--- config.mk ---
export PLATFORM = sky130hd
export DESIGN_NAME = lookup_table_access
export DESIGN_NICKNAME = d
export VERILOG_FILES = /design/src/word_fifo.v /design/src/lookup_table_access.v
export VERILOG_INCLUDE_DIRS = /design/src
export SDC_FILE = /design/constraint.sdc
export NUM_CORES = 2
export LEC_CHECK = 0
export BUFFER_PORTS_ARGS = -buffer_cell sky130_fd_sc_hd__buf_2
export CAP_MARGIN = 10
export CORE_ASPECT_RATIO = 1.4
export CORE_MARGIN = 2
export CORE_UTILIZATION = 63
export CTS_CLUSTER_DIAMETER = 100
export DETAILED_ROUTE_END_ITERATION = 8
export PLACE_DENSITY = 0.79
export SLEW_MARGIN = 20
export SYNTH_ARGS = -nofsm -noshare
export SYNTH_HDL_FRONTEND = slang
export SYNTH_HIERARCHICAL = 1
export SYNTH_SLANG_ARGS = --single-unit
--- constraint.sdc ---
create_clock -name core_clk_in -period 5.5 [get_ports core_clk_in]
set_input_delay 0.275 -clock core_clk_in [delete_from_list [all_inputs] [get_ports core_clk_in]]
set_output_delay 0.275 -clock core_clk_in [all_outputs]
set_load 0.01 [all_outputs]
--- src/table_consts.vh ---
// Constants for the lookup-table store: commands, address map, tags and field positions
`ifndef TABLE_CONSTS_VH
`define TABLE_CONSTS_VH
`define CMD_TABLE_POINTER 8'h7A
`define CMD_TABLE_DATA_WR 8'h7B
`define CMD_TABLE_DATA_RD 8'hFB
`define TABLE_WORDS 6'h30
`define TEMP1_FIRST 8'h00
`define TEMP2_FIRST 8'h30
`define NUM1_FIRST 8'h60
`define NUM2_FIRST 8'h90
`define CONFIG_FIRST 8'hC0
`define BASE_FIRST 8'hC4
`define MEM_TOP 8'hC7
`define MEM_DEPTH 200
`define PTR_COUNT_MSB 15
`define PTR_COUNT_LSB 8
`define PTR_ADDR_MSB 7
`define PTR_ADDR_LSB 0
`define DATA_TAG 3'h6
`define EMPTY_TAG 4'hF
`define TAG_MSB 15
`define TAG_LSB 13
`define FIFO_WIDTH 16
`define FIFO_DEPTH 8
`define FIFO_AW 3
`define FLAG_BITS 12
`define STORE_MSB 12
`define CFG_SIZE_MSB 12
`define CFG_SIZE_LSB 7
`define CFG_HYS_MSB 6
`define CFG_HYS_LSB 4
`define CFG_STEP_MSB 3
`define CFG_STEP_LSB 0
`endif

--- src/word_fifo.v ---
// Word FIFO with valid/ready on both sides
module word_fifo #(
	parameter WIDTH = 16,
	parameter DEPTH = 8,
	parameter AW = 3
) (
	input wire core_clk_in,
	input wire rst_in,
	input wire [WIDTH-1:0] wr_data_in,
	input wire wr_valid_in,
	output wire wr_ready_out,
	output wire [WIDTH-1:0] rd_data_out,
	output wire rd_valid_out,
	input wire rd_ready_in
);
	reg [WIDTH-1:0] mem [0:DEPTH-1];
	reg [AW-1:0] wr_ptr_reg;
	reg [AW-1:0] rd_ptr_reg;
	reg [AW:0] count_reg;
	wire push;
	wire pop;
	localparam integer LAST = DEPTH - 1;

	assign wr_ready_out = (count_reg != DEPTH[AW:0]);
	assign rd_valid_out = (count_reg != {(AW+1){1'b0}});
	assign rd_data_out = mem[rd_ptr_reg];
	assign push = wr_valid_in && wr_ready_out;
	assign pop = rd_valid_out && rd_ready_in;

	always @(posedge core_clk_in) begin
		if (push) begin
			mem[wr_ptr_reg] <= wr_data_in;
		end
	end

	always @(posedge core_clk_in or posedge rst_in) begin
		if (rst_in) begin
			wr_ptr_reg <= {AW{1'b0}};
			rd_ptr_reg <= {AW{1'b0}};
			count_reg <= {(AW+1){1'b0}};
		end else begin
			if (push) begin
				wr_ptr_reg <= (wr_ptr_reg == LAST[AW-1:0]) ? {AW{1'b0}} : wr_ptr_reg + 1'b1;
			end
			if (pop) begin
				rd_ptr_reg <= (rd_ptr_reg == LAST[AW-1:0]) ? {AW{1'b0}} : rd_ptr_reg + 1'b1;
			end
			if (push && !pop) begin
				count_reg <= count_reg + 1'b1;
			end else if (pop && !push) begin
				count_reg <= count_reg - 1'b1;
			end
		end
	end
endmodule // word_fifo

--- src/lookup_table_access.v ---
// Lookup-table store: pointer, auto-increment writes, counted streaming reads into the output FIFO
`include "table_consts.vh"

// Overview of operation
// - Four tables of 48 words each
// - Table entries at 00h to BFh, four blocks
// - Configuration words at C0h to C3h
// - Base words at C4h to C7h
// - Command 7Ah loads the 16-bit pointer
// - Pointer: count high byte, address low byte
// - Writes ignore the count field
// - Data writes store then increment address
// - One read command streams words into FIFO
// - Streaming stops at count or memory top
// - FIFO words are 16 bits with tag
// - Each table holds base, step, hysteresis, size
// - Read words carry tag 110 on top
// - Full FIFO pauses copying until read
// - Empty read returns tag 1111 and flags
module lookup_table_access (
	input wire core_clk_in,
	input wire rst_in,
	input wire cmd_valid_in,
	input wire [7:0] cmd_byte_in,
	input wire [15:0] cmd_data_in,
	input wire fifo_read_in,
	input wire [11:0] flags_in,
	output reg [15:0] read_word_out,
	output reg read_word_valid_out,
	output reg copy_busy_out,
	output reg [15:0] table_pointer_out,
	output reg [5:0] config_size_out,
	output reg [2:0] config_hys_out,
	output reg [3:0] config_step_out
);
	localparam ST_IDLE = 1'b0;
	localparam ST_COPY = 1'b1;

	// Memory covers table entries, configuration and base words in one array
	reg [`STORE_MSB:0] mem [0:`MEM_DEPTH-1];
	reg [15:0] table_pointer_reg;
	reg [7:0] addr_reg;
	reg [7:0] remain_reg;
	reg state_reg;
	reg [`FLAG_BITS-1:0] flags_sync1_reg;
	reg [`FLAG_BITS-1:0] flags_sync2_reg;
	reg cmd_take_reg;
	reg [7:0] cmd_byte_reg;
	reg [15:0] cmd_data_reg;
	reg [`STORE_MSB:0] config_word_reg;
	reg [15:0] fill_word;
	reg fill_valid;
	wire fill_ready;
	wire [15:0] fifo_word;
	wire fifo_valid;
	wire pop;
	wire write_hit;
	genvar gi;

	// Address lies inside the table/config/base store
	function in_store;
		input [7:0] a;
		begin
			in_store = (a <= `MEM_TOP);
		end
	endfunction

	// Host-side strobes come from logic on this clock and are only registered once
	always @(posedge core_clk_in or posedge rst_in) begin
		if (rst_in) begin
			cmd_take_reg <= 1'b0;
			cmd_byte_reg <= 8'h00;
			cmd_data_reg <= 16'h0000;
		end else begin
			cmd_take_reg <= cmd_valid_in;
			cmd_byte_reg <= cmd_byte_in;
			cmd_data_reg <= cmd_data_in;
		end
	end

	// Flags come from another domain; bits may settle a cycle apart, harmless for status bits
	generate
		for (gi = 0; gi < `FLAG_BITS; gi = gi + 1) begin : g_flag_sync
			always @(posedge core_clk_in or posedge rst_in) begin
				if (rst_in) begin
					flags_sync1_reg[gi] <= 1'b0;
					flags_sync2_reg[gi] <= 1'b0;
				end else begin
					flags_sync1_reg[gi] <= flags_in[gi];
					flags_sync2_reg[gi] <= flags_sync1_reg[gi];
				end
			end
		end
	endgenerate

	// Writes are dropped while streaming so a copy never reads a half-written table
	assign write_hit = cmd_take_reg && (cmd_byte_reg == `CMD_TABLE_DATA_WR) && (state_reg == ST_IDLE) &&
		in_store(addr_reg);

	always @* begin
		fill_word = 16'h0000;
		fill_valid = (state_reg == ST_COPY) && in_store(addr_reg) && (remain_reg != 8'h00);
		if (in_store(addr_reg)) begin
			fill_word = {`DATA_TAG, mem[addr_reg]};
		end
	end

	always @(posedge core_clk_in) begin
		if (write_hit) begin
			mem[addr_reg] <= cmd_data_reg[`STORE_MSB:0];
		end
	end

	// Shadow of the first configuration word, so its fields leave reset at zero
	always @(posedge core_clk_in or posedge rst_in) begin
		if (rst_in) begin
			config_word_reg <= 13'h0;
		end else if (write_hit && (addr_reg == `CONFIG_FIRST)) begin
			config_word_reg <= cmd_data_reg[`STORE_MSB:0];
		end
	end

	always @(posedge core_clk_in or posedge rst_in) begin
		if (rst_in) begin
			table_pointer_reg <= 16'h0000;
			addr_reg <= 8'h00;
			remain_reg <= 8'h00;
			state_reg <= ST_IDLE;
		end else begin
			case (state_reg)
			ST_IDLE: begin
				if (cmd_take_reg) begin
					case (cmd_byte_reg)
					`CMD_TABLE_POINTER: begin
						table_pointer_reg <= cmd_data_reg;
						addr_reg <= cmd_data_reg[`PTR_ADDR_MSB:`PTR_ADDR_LSB];
					end
					`CMD_TABLE_DATA_WR: begin
						// Count field plays no part here; address only advances
						if (write_hit) begin
							addr_reg <= addr_reg + 8'h01;
						end
					end
					`CMD_TABLE_DATA_RD: begin
						addr_reg <= table_pointer_reg[`PTR_ADDR_MSB:`PTR_ADDR_LSB];
						remain_reg <= table_pointer_reg[`PTR_COUNT_MSB:`PTR_COUNT_LSB];
						state_reg <= ST_COPY;
					end
					default: begin
						state_reg <= ST_IDLE;
					end
					endcase
				end
			end
			ST_COPY: begin
				if (!fill_valid) begin
					state_reg <= ST_IDLE;
				end else if (fill_ready) begin
					// Stall while full; resumes once the host drains a word
					addr_reg <= addr_reg + 8'h01;
					remain_reg <= remain_reg - 8'h01;
				end
			end
			default: begin
				state_reg <= ST_IDLE;
			end
			endcase
		end
	end

	// Host reads go straight to the FIFO; an empty read still answers
	assign pop = fifo_read_in;

	word_fifo #(
		.WIDTH(`FIFO_WIDTH),
		.DEPTH(`FIFO_DEPTH),
		.AW(`FIFO_AW)
	) word_fifo_inst (
		.core_clk_in(core_clk_in),
		.rst_in(rst_in),
		.wr_data_in(fill_word),
		.wr_valid_in(fill_valid),
		.wr_ready_out(fill_ready),
		.rd_data_out(fifo_word),
		.rd_valid_out(fifo_valid),
		.rd_ready_in(pop)
	);

	// Read answer: one word per host read, or the empty marker with the flags
	always @(posedge core_clk_in or posedge rst_in) begin
		if (rst_in) begin
			read_word_out <= 16'h0000;
			read_word_valid_out <= 1'b0;
		end else begin
			read_word_valid_out <= pop;
			if (pop) begin
				read_word_out <= fifo_valid ? fifo_word : {`EMPTY_TAG, flags_sync2_reg};
			end
		end
	end

	// Status mirrors lag the internal state by one cycle
	always @(posedge core_clk_in or posedge rst_in) begin
		if (rst_in) begin
			copy_busy_out <= 1'b0;
			table_pointer_out <= 16'h0000;
		end else begin
			copy_busy_out <= (state_reg == ST_COPY);
			table_pointer_out <= table_pointer_reg;
		end
	end

	// Only the first configuration word is shown on the pins
	always @(posedge core_clk_in or posedge rst_in) begin
		if (rst_in) begin
			config_size_out <= 6'h00;
			config_hys_out <= 3'h0;
			config_step_out <= 4'h0;
		end else begin
			config_size_out <= config_word_reg[`CFG_SIZE_MSB:`CFG_SIZE_LSB];
			config_hys_out <= config_word_reg[`CFG_HYS_MSB:`CFG_HYS_LSB];
			config_step_out <= config_word_reg[`CFG_STEP_MSB:`CFG_STEP_LSB];
		end
	end
endmodule // lookup_table_access

Word-level counts from Yosys, hierarchy flattened --
Memories as Yosys holds them, arrays and structs flattened. Cells that the tools add are included.
Operators by class: add/sub/neg operators 6, multiply operators 0, div/mod/pow operators 0, magnitude comparators 1, equal/unequal tests 13, shifts and indexed selects 0, mux-type cells 25, bitwise gates (word level) 1, reduce and logical (&&, ||, !) cells 18
Operators with widths (number):
- $mux W8 | 8
- $mux W16 | 2
- $pmux W8 S2 | 2
- $pmux W8 S3 | 1
- $eq A8 B7 Y1 const B | 2
- $eq A8 B8 Y1 const B | 2
- $logic_and A1 B1 Y1 | 10
- $add A8 B1 Y8 const B | 1
- $le A8 B8 Y1 const B | 1
- $mux W4 | 2
- $reduce_bool A8 Y1 | 1
- $sub A8 B1 Y8 const B | 1
- $mux W1 | 7
- $add A3 B1 Y3 const B | 2
- $eq A3 B3 Y1 const B | 2
- $mux W3 | 2
- $ne A2 B1 Y1 const B | 3
- $reduce_and A5 Y1 | 1
- $add A4 B1 Y4 const B | 1
- $ne A4 B2 Y1 const B | 1
- $ne A4 B4 Y1 const B | 1
- $reduce_and A4 Y1 | 1
- $reduce_bool A4 Y1 | 1
- $sub A4 B1 Y4 const B | 1
- 7 further kinds | 8
Storage, ports and cells: flip-flop bits (word level) 152, bits in latches 0, memory bits (writable) 2728, bits in read-only memories 0, bits of input ports 40, output and inout bits 47, word-level logic and storage cells 108, memories kept 2
Memory list:
- mem | depth 200, bits a word 13, read ports 1, clocked after memory_dff 0, write ports 1, line lookup_table_access.v:40 | reg [`STORE_MSB:0] mem [0:`MEM_DEPTH-1];
- word_fifo_inst.mem | depth 8, bits a word 16, read ports 1, clocked after memory_dff 0, write ports 1, line word_fifo.v:16 | reg [WIDTH-1:0] mem [0:DEPTH-1];

Logic depth before layout (Yosys ltp) --
depth after elaboration 8, mapped depth 14, gate-level depth less buffers 13

Cells and area by module --
The synthesis kept the hierarchy.
By module, submodules not included:
- lookup_table_access | instances 1, cells an instance 4990, area an instance 105323.5 µm², seq. area each 81628.3 µm²
- word_fifo | instances 1, cells an instance 249, area an instance 5597.9 µm², seq. area each 4093.9 µm²

Least setup slack after synthesis --
No wires, ideal clock.
path kind register -> register, start register addr_reg[1], end memory mem[160][0] in the netlist's numbering (enable), library setup time 402 ps, arrival 3081 ps, required time 5098 ps, setup slack 2017 ps, stages on the path, launching flop included 11, buffers on the path 6, period minus slack after synthesis 3483 ps, cell sequence dfrtp_1 -> buf_2 -> buf_2 -> buf_2 -> buf_2 -> buf_2 -> inv_2 -> buf_1 -> ha_1 -> nand3_1 -> nor3b_1
Between the ends: longest elaborated chain between the ends 4
RTL lines:
- start, declared | line lookup_table_access.v:42 | reg [7:0] addr_reg;
- start signal, assigned | line lookup_table_access.v:136 | addr_reg <= cmd_data_reg[`PTR_ADDR_MSB:`PTR_ADDR_LSB];
- start signal, assigned | line lookup_table_access.v:141 | addr_reg <= addr_reg + 8'h01;
- start signal, assigned | line lookup_table_access.v:145 | addr_reg <= table_pointer_reg[`PTR_ADDR_MSB:`PTR_ADDR_LSB];
- $le A8 B8 Y1 (no line)
- $logic_and A1 B1 Y1 | line lookup_table_access.v:97 | assign write_hit = cmd_take_reg && (cmd_byte_reg == `CMD_TABLE_DATA_WR) && (state_reg == ST_IDLE) &&
- $mux W1 | line lookup_table_access.v:109 | if (write_hit) begin
- $mux W1 | line lookup_table_access.v:110 | mem[addr_reg] <= cmd_data_reg[`STORE_MSB:0];
- end, declared | line lookup_table_access.v:40
Several ways; a longest one is shown, not always the timed one.

Worst setup path in the final report --
start register addr_reg[0], end memory word_fifo_inst.mem[2][5] (data pin)
Between the ends: longest elaborated chain between the ends 2, elaborated cells between the ends (all ways) 3, classes of those cells order compare (1); mux (1); memory (1)
RTL lines:
- $mem_v2 Z200 W13 or $le A8 B8 Y1 (tied branches)
- $mux W16 * | line lookup_table_access.v:103 | if (in_store(addr_reg)) begin
- net fill_word[5] | line lookup_table_access.v:51 | reg [15:0] fill_word;
- end, declared | line word_fifo.v:16
Mark *: on every way through the listed nets, which the timed path passes. The rest lies on a longest branch.

==> flow_metrics.py <==
metrics = {
    "setup_path": {
        "r2r_start": "addr_reg[0]$_DFFE_PP0P_",
        "crit_chain": "buf_12 > mux4_2 > a22oi_1 > nand4_1 > o21ai_0 > a311oi_2",
        "cp.arrival_ns": 5.32,
        "cp-start-kind": "flop",
        "max_stage_delay_ns": 1.08,
        "cp_max_fo": 92,
        "crit_start": "addr_reg[0]$_DFFE_PP0P_",
        "crit_required_ns": 6.01,
        "critPathCaptureType": "flop",
        "setup.worst_path.class": "flop to flop",
        "timing.critical_path.slowest_stage_cell": "sky130_fd_sc_hd__o21ai_0",
    },
    "synth": {
        "yosysSeqAreaShare": 0.773,
        "synth.yosys.warnings": 6,
        "synth_cell_types": 66,
        "number_of_enable_type_register_cells_in_the_synthesized_netlist": 2728,
        "async_flop_share": 0.0528,
        "compound_cell_area_share_of_the_yosys_netlist": 0.0286,
        "post_synth_main_area_contributors": "sky130_fd_sc_hd__edfxtp_1 (74%), sky130_fd_sc_hd__mux4_2 (12%), sky130_fd_sc_hd__dfrtp_1 (3.4%)",
        "synth_top_cell_area_share": 0.739,
        "post_synth_xor_area_fraction": 0.000158,
        "synth_fa_ha_area_frac": 0.00165,
        "synth_seq_cells": 2880,
        "synth_top_family_by_area": "multiplexers",
        "synth.largest_area_cell": "sky130_fd_sc_hd__edfxtp_1",
        "netlist_area_um2": 111000,
        "synthSimpleGateAreaFrac": 0.0245,
        "synth.mux.area_fraction": 0.157,
        "postSynthAreaPerCell_um2": 21.2,
        "primary_flip_flop_cell_chosen_by_synthesis_mapping": "sky130_fd_sc_hd__edfxtp_1",
        "postSynthCellCount": 5239,
    },
    "power": {
        "pwr_per_cell_area_nw_per_um2": 389,
        "p_comb_frac": 0.135,
        "p_clk_frac": 0.359,
        "power.sequential.fraction": 0.505,
        "switching_share": 0.246,
        "p_leak_uw": 0.0398,
        "p_int_uw": 36600,
        "vdd.ir_drop.worst_mv": 0.274,
        "switchingPower_uw": 11900,
    },
    "timing": {
        "final.period_utilization": 0.875,
        "fin_skew_ns": 0.0257,
        "timing.final.crit_period_ns": 4.81,
        "slew_at_the_pin_with_the_worst_max_slew_slack_ns": 1.37,
        "hold_slack_ns": 0.0231,
        "fmaxAchievable_mhz": 208,
        "rsz0062_at_grt": "false",
        "final_max_slew_viol_count": 0,
        "slew_headroom": 0.0772,
        "setup_violations": 0,
        "timing.setup.tns_ns": 0,
        "timing_hold_violations_final": 0,
    },
    "routing": {
        "totalWireLength_um": 287000,
        "num_vias": 57600,
        "detailedRoute.firstPassIterationCount": 6,
        "post_drt_via_cell_ratio": 7.03,
        "wl_per_cell_um": 35.1,
        "drt_first_iter_violations": 9298,
        "antenna_left": 0,
        "drt_drc_violations_left": 0,
    },
    "clock_tree": {
        "max-clock-path-buffers": 3,
        "postCtsResizedCells": 0,
        "clock_tree_from_tritoncts": "done",
        "h-tree-depth": 4,
        "clkSlewWorstSetupHoldPaths_ns": 0.07,
        "clock_latency_ns": 0.90,
        "holdBufCountCts": 48,
        "cts-buffers-inserted": 240,
        "cts_root_buffer": "sky130_fd_sc_hd__clkbuf_16",
        "cts_setup_buffers": 0,
        "clock_sink_count": 2880,
    },
    "cells_and_area": {
        "layout-area-overhead-vs-synth_pct": 12.5,
        "final_util": 0.712,
        "multi_input_area_um2": 23800,
        "layout.cells.most_common": "sky130_fd_sc_hd__edfxtp_1",
        "largest_register": "mem",
        "max_ffs_per_register": 2600,
        "final_cell_mix": "sky130_fd_sc_hd__edfxtp_1 (2728), sky130_fd_sc_hd__mux4_2 (611), sky130_fd_sc_hd__buf_4 (335)",
        "sequential_cell_area_um2": 85800,
        "largestRegisters": "mem x2600, word_fifo_inst/mem x128",
        "drive_above_1_share": 0.269,
        "num-fill-cells": 9405,
        "num-nets-final": 5735,
    },
    "placement": {
        "post-dp-hpwl_um": 163000,
        "gpl.final_weighted_congestion": 0.932,
        "place.port_buffers": 86,
    },
    "floorplanning": {
        "num_rows": 182,
        "core_um2": 175000,
        "die_width_um": 359,
        "die_area_um2": 179000,
        "die-height_um": 500,
        "initial_utilization": 0.633,
        "ios": 87,
    },
    "worst_hold_path": {
        "timing.hold.worst.class": "input port to asynchronous set/reset pin",
    },
    "global_routing": {
        "first_global_vias": 57900,
        "antenna_found_initial": 7,
        "global_route_usage_over_all_layers": 0.324,
        "grt_start_max_net_pins": 204,
        "first_pass_grt_wire_length_um": 412000,
        "global_route.overflow_total": 0,
    },
    "status": {
        "outcome": "finished, final reports clean",
    },
    "run": {
        "maximum_capacitance_violations": 0,
    },
}
==> path summary, 6_finish.rpt <==
path | endpoint | slack, ns | depth (start not counted)
setup / recovery | word_fifo_inst/mem[2][5]$_DFFE_PP_ | 0.69 | 6
hold / removal | cmd_data_reg[7]$_DFF_PP0_ | 0.02 | 3
setup reg to reg | word_fifo_inst/mem[2][5]$_DFFE_PP_ | 0.69 | 6
hold reg to reg | flags_sync2_reg[8]$_DFF_PP0_ | 0.35 | 0
max in group asynchronous | addr_reg[3]$_DFFE_PP0P_ | 3.97 | 4
min in group core_clk_in | cmd_data_reg[5]$_DFF_PP0_ | 0.02 | 2
==> logic make-up after synthesis <==
| group | after synthesis |
|---|---|
| DFF | 2880 |
| muxes | 915 |
| and+or+nand+nor | 625 |
| AOI/OAI and AO/OA | 452 |
| buffers and inverters | 350 |
| adders and majority gates | 14 |
| xor gates and xnor gates | 2 |
| other | 1 |
==> per-stage QoR <==
step | setup slack, ns | cells | instance area, um^2 | power, uW
floorplan | 1.42 | 5246 | 111000 | 28900
global placement | 0.857 | 7688 | 116000 | 31100
detailed placement | 0.811 | 7688 | 116000 | 31200
CTS | 0.751 | 8188 | 125000 | 48400
global route | 0.666 | 8193 | 125000 | 49500
finish | 0.690 | 8198 | 125000 | 48500
==> layout make-up <==
class                      count  area share
sequential                  2880       0.687
inverter                      37     0.00117
clock inverter               140      0.0118
multi-input combinational   2016       0.190
clock buffer                 312      0.0524
antenna                        7    0.000140
timing repair buffer         506      0.0336
tap                         2300      0.0231
==> per-layer routing <==
layer	vias to the layer above	global-route usage	routed length, um	part of all wire
li1	22600	-	-	-
met1	29600	0.416	94500	0.33
met2	4452	0.523	142000	0.49
met3	946	0.0622	30400	0.11
met4	6	0.185	20200	0.070
met5	-	0.00301	76	0.00026
==> critical path, delay by kind of cell (launching register included) <==
family / cells / cell delay, ns
AO/OA/AOI/OAI: 3 / 1.94
buffers and inverters: 1 / 0.56
AND/OR/NAND/NOR: 1 / 0.12
flip-flops: 1 / 1.02
multiplexers: 1 / 0.59
==> synthesized netlist by cell type (3+ instances only) <==
master	number
sky130_fd_sc_hd__edfxtp_1	2728
sky130_fd_sc_hd__mux4_2	611
sky130_fd_sc_hd__nor2_1	250
sky130_fd_sc_hd__nand2_1	203
sky130_fd_sc_hd__clkbuf_1	176
sky130_fd_sc_hd__mux2i_1	175
sky130_fd_sc_hd__dfrtp_1	152
sky130_fd_sc_hd__a22oi_1	109
sky130_fd_sc_hd__mux2_2	91
sky130_fd_sc_hd__a21oi_1	69
sky130_fd_sc_hd__buf_2	66
sky130_fd_sc_hd__nand3_1	63
sky130_fd_sc_hd__o21ai_0	48
sky130_fd_sc_hd__a31oi_1	42
sky130_fd_sc_hd__nand4_1	38
sky130_fd_sc_hd__buf_4	35
sky130_fd_sc_hd__inv_1	35
sky130_fd_sc_hd__a22o_1	29
sky130_fd_sc_hd__mux4_1	29
sky130_fd_sc_hd__o211ai_1	28
sky130_fd_sc_hd__a21o_1	27
sky130_fd_sc_hd__a221oi_1	27
sky130_fd_sc_hd__a311oi_1	24
sky130_fd_sc_hd__nor3_1	23
sky130_fd_sc_hd__buf_1	20
sky130_fd_sc_hd__o22ai_1	18
sky130_fd_sc_hd__buf_6	13
sky130_fd_sc_hd__ha_1	13
sky130_fd_sc_hd__o2111ai_1	12
sky130_fd_sc_hd__nor2b_1	11
sky130_fd_sc_hd__mux2_4	9
sky130_fd_sc_hd__and3_1	6
sky130_fd_sc_hd__or3_1	5
sky130_fd_sc_hd__o32a_1	4
sky130_fd_sc_hd__a32oi_1	3
sky130_fd_sc_hd__and2_1	3
sky130_fd_sc_hd__nand2b_1	3
sky130_fd_sc_hd__nor4_1	3
sky130_fd_sc_hd__or4_1	3
==> power by group through the flow <==
stage / Combinational [uW] / Sequential (uW) / Clock, uW
floorplan: 3890 / 25000 / 0
finish: 6560 / 24500 / 17400
CTS: 6380 / 24500 / 17500
detailed placement: 6240 / 25000 / 0
global placement: 6090 / 25000 / 0
global route: 6720 / 24500 / 18200
Power figures use the tool's default switching activity.
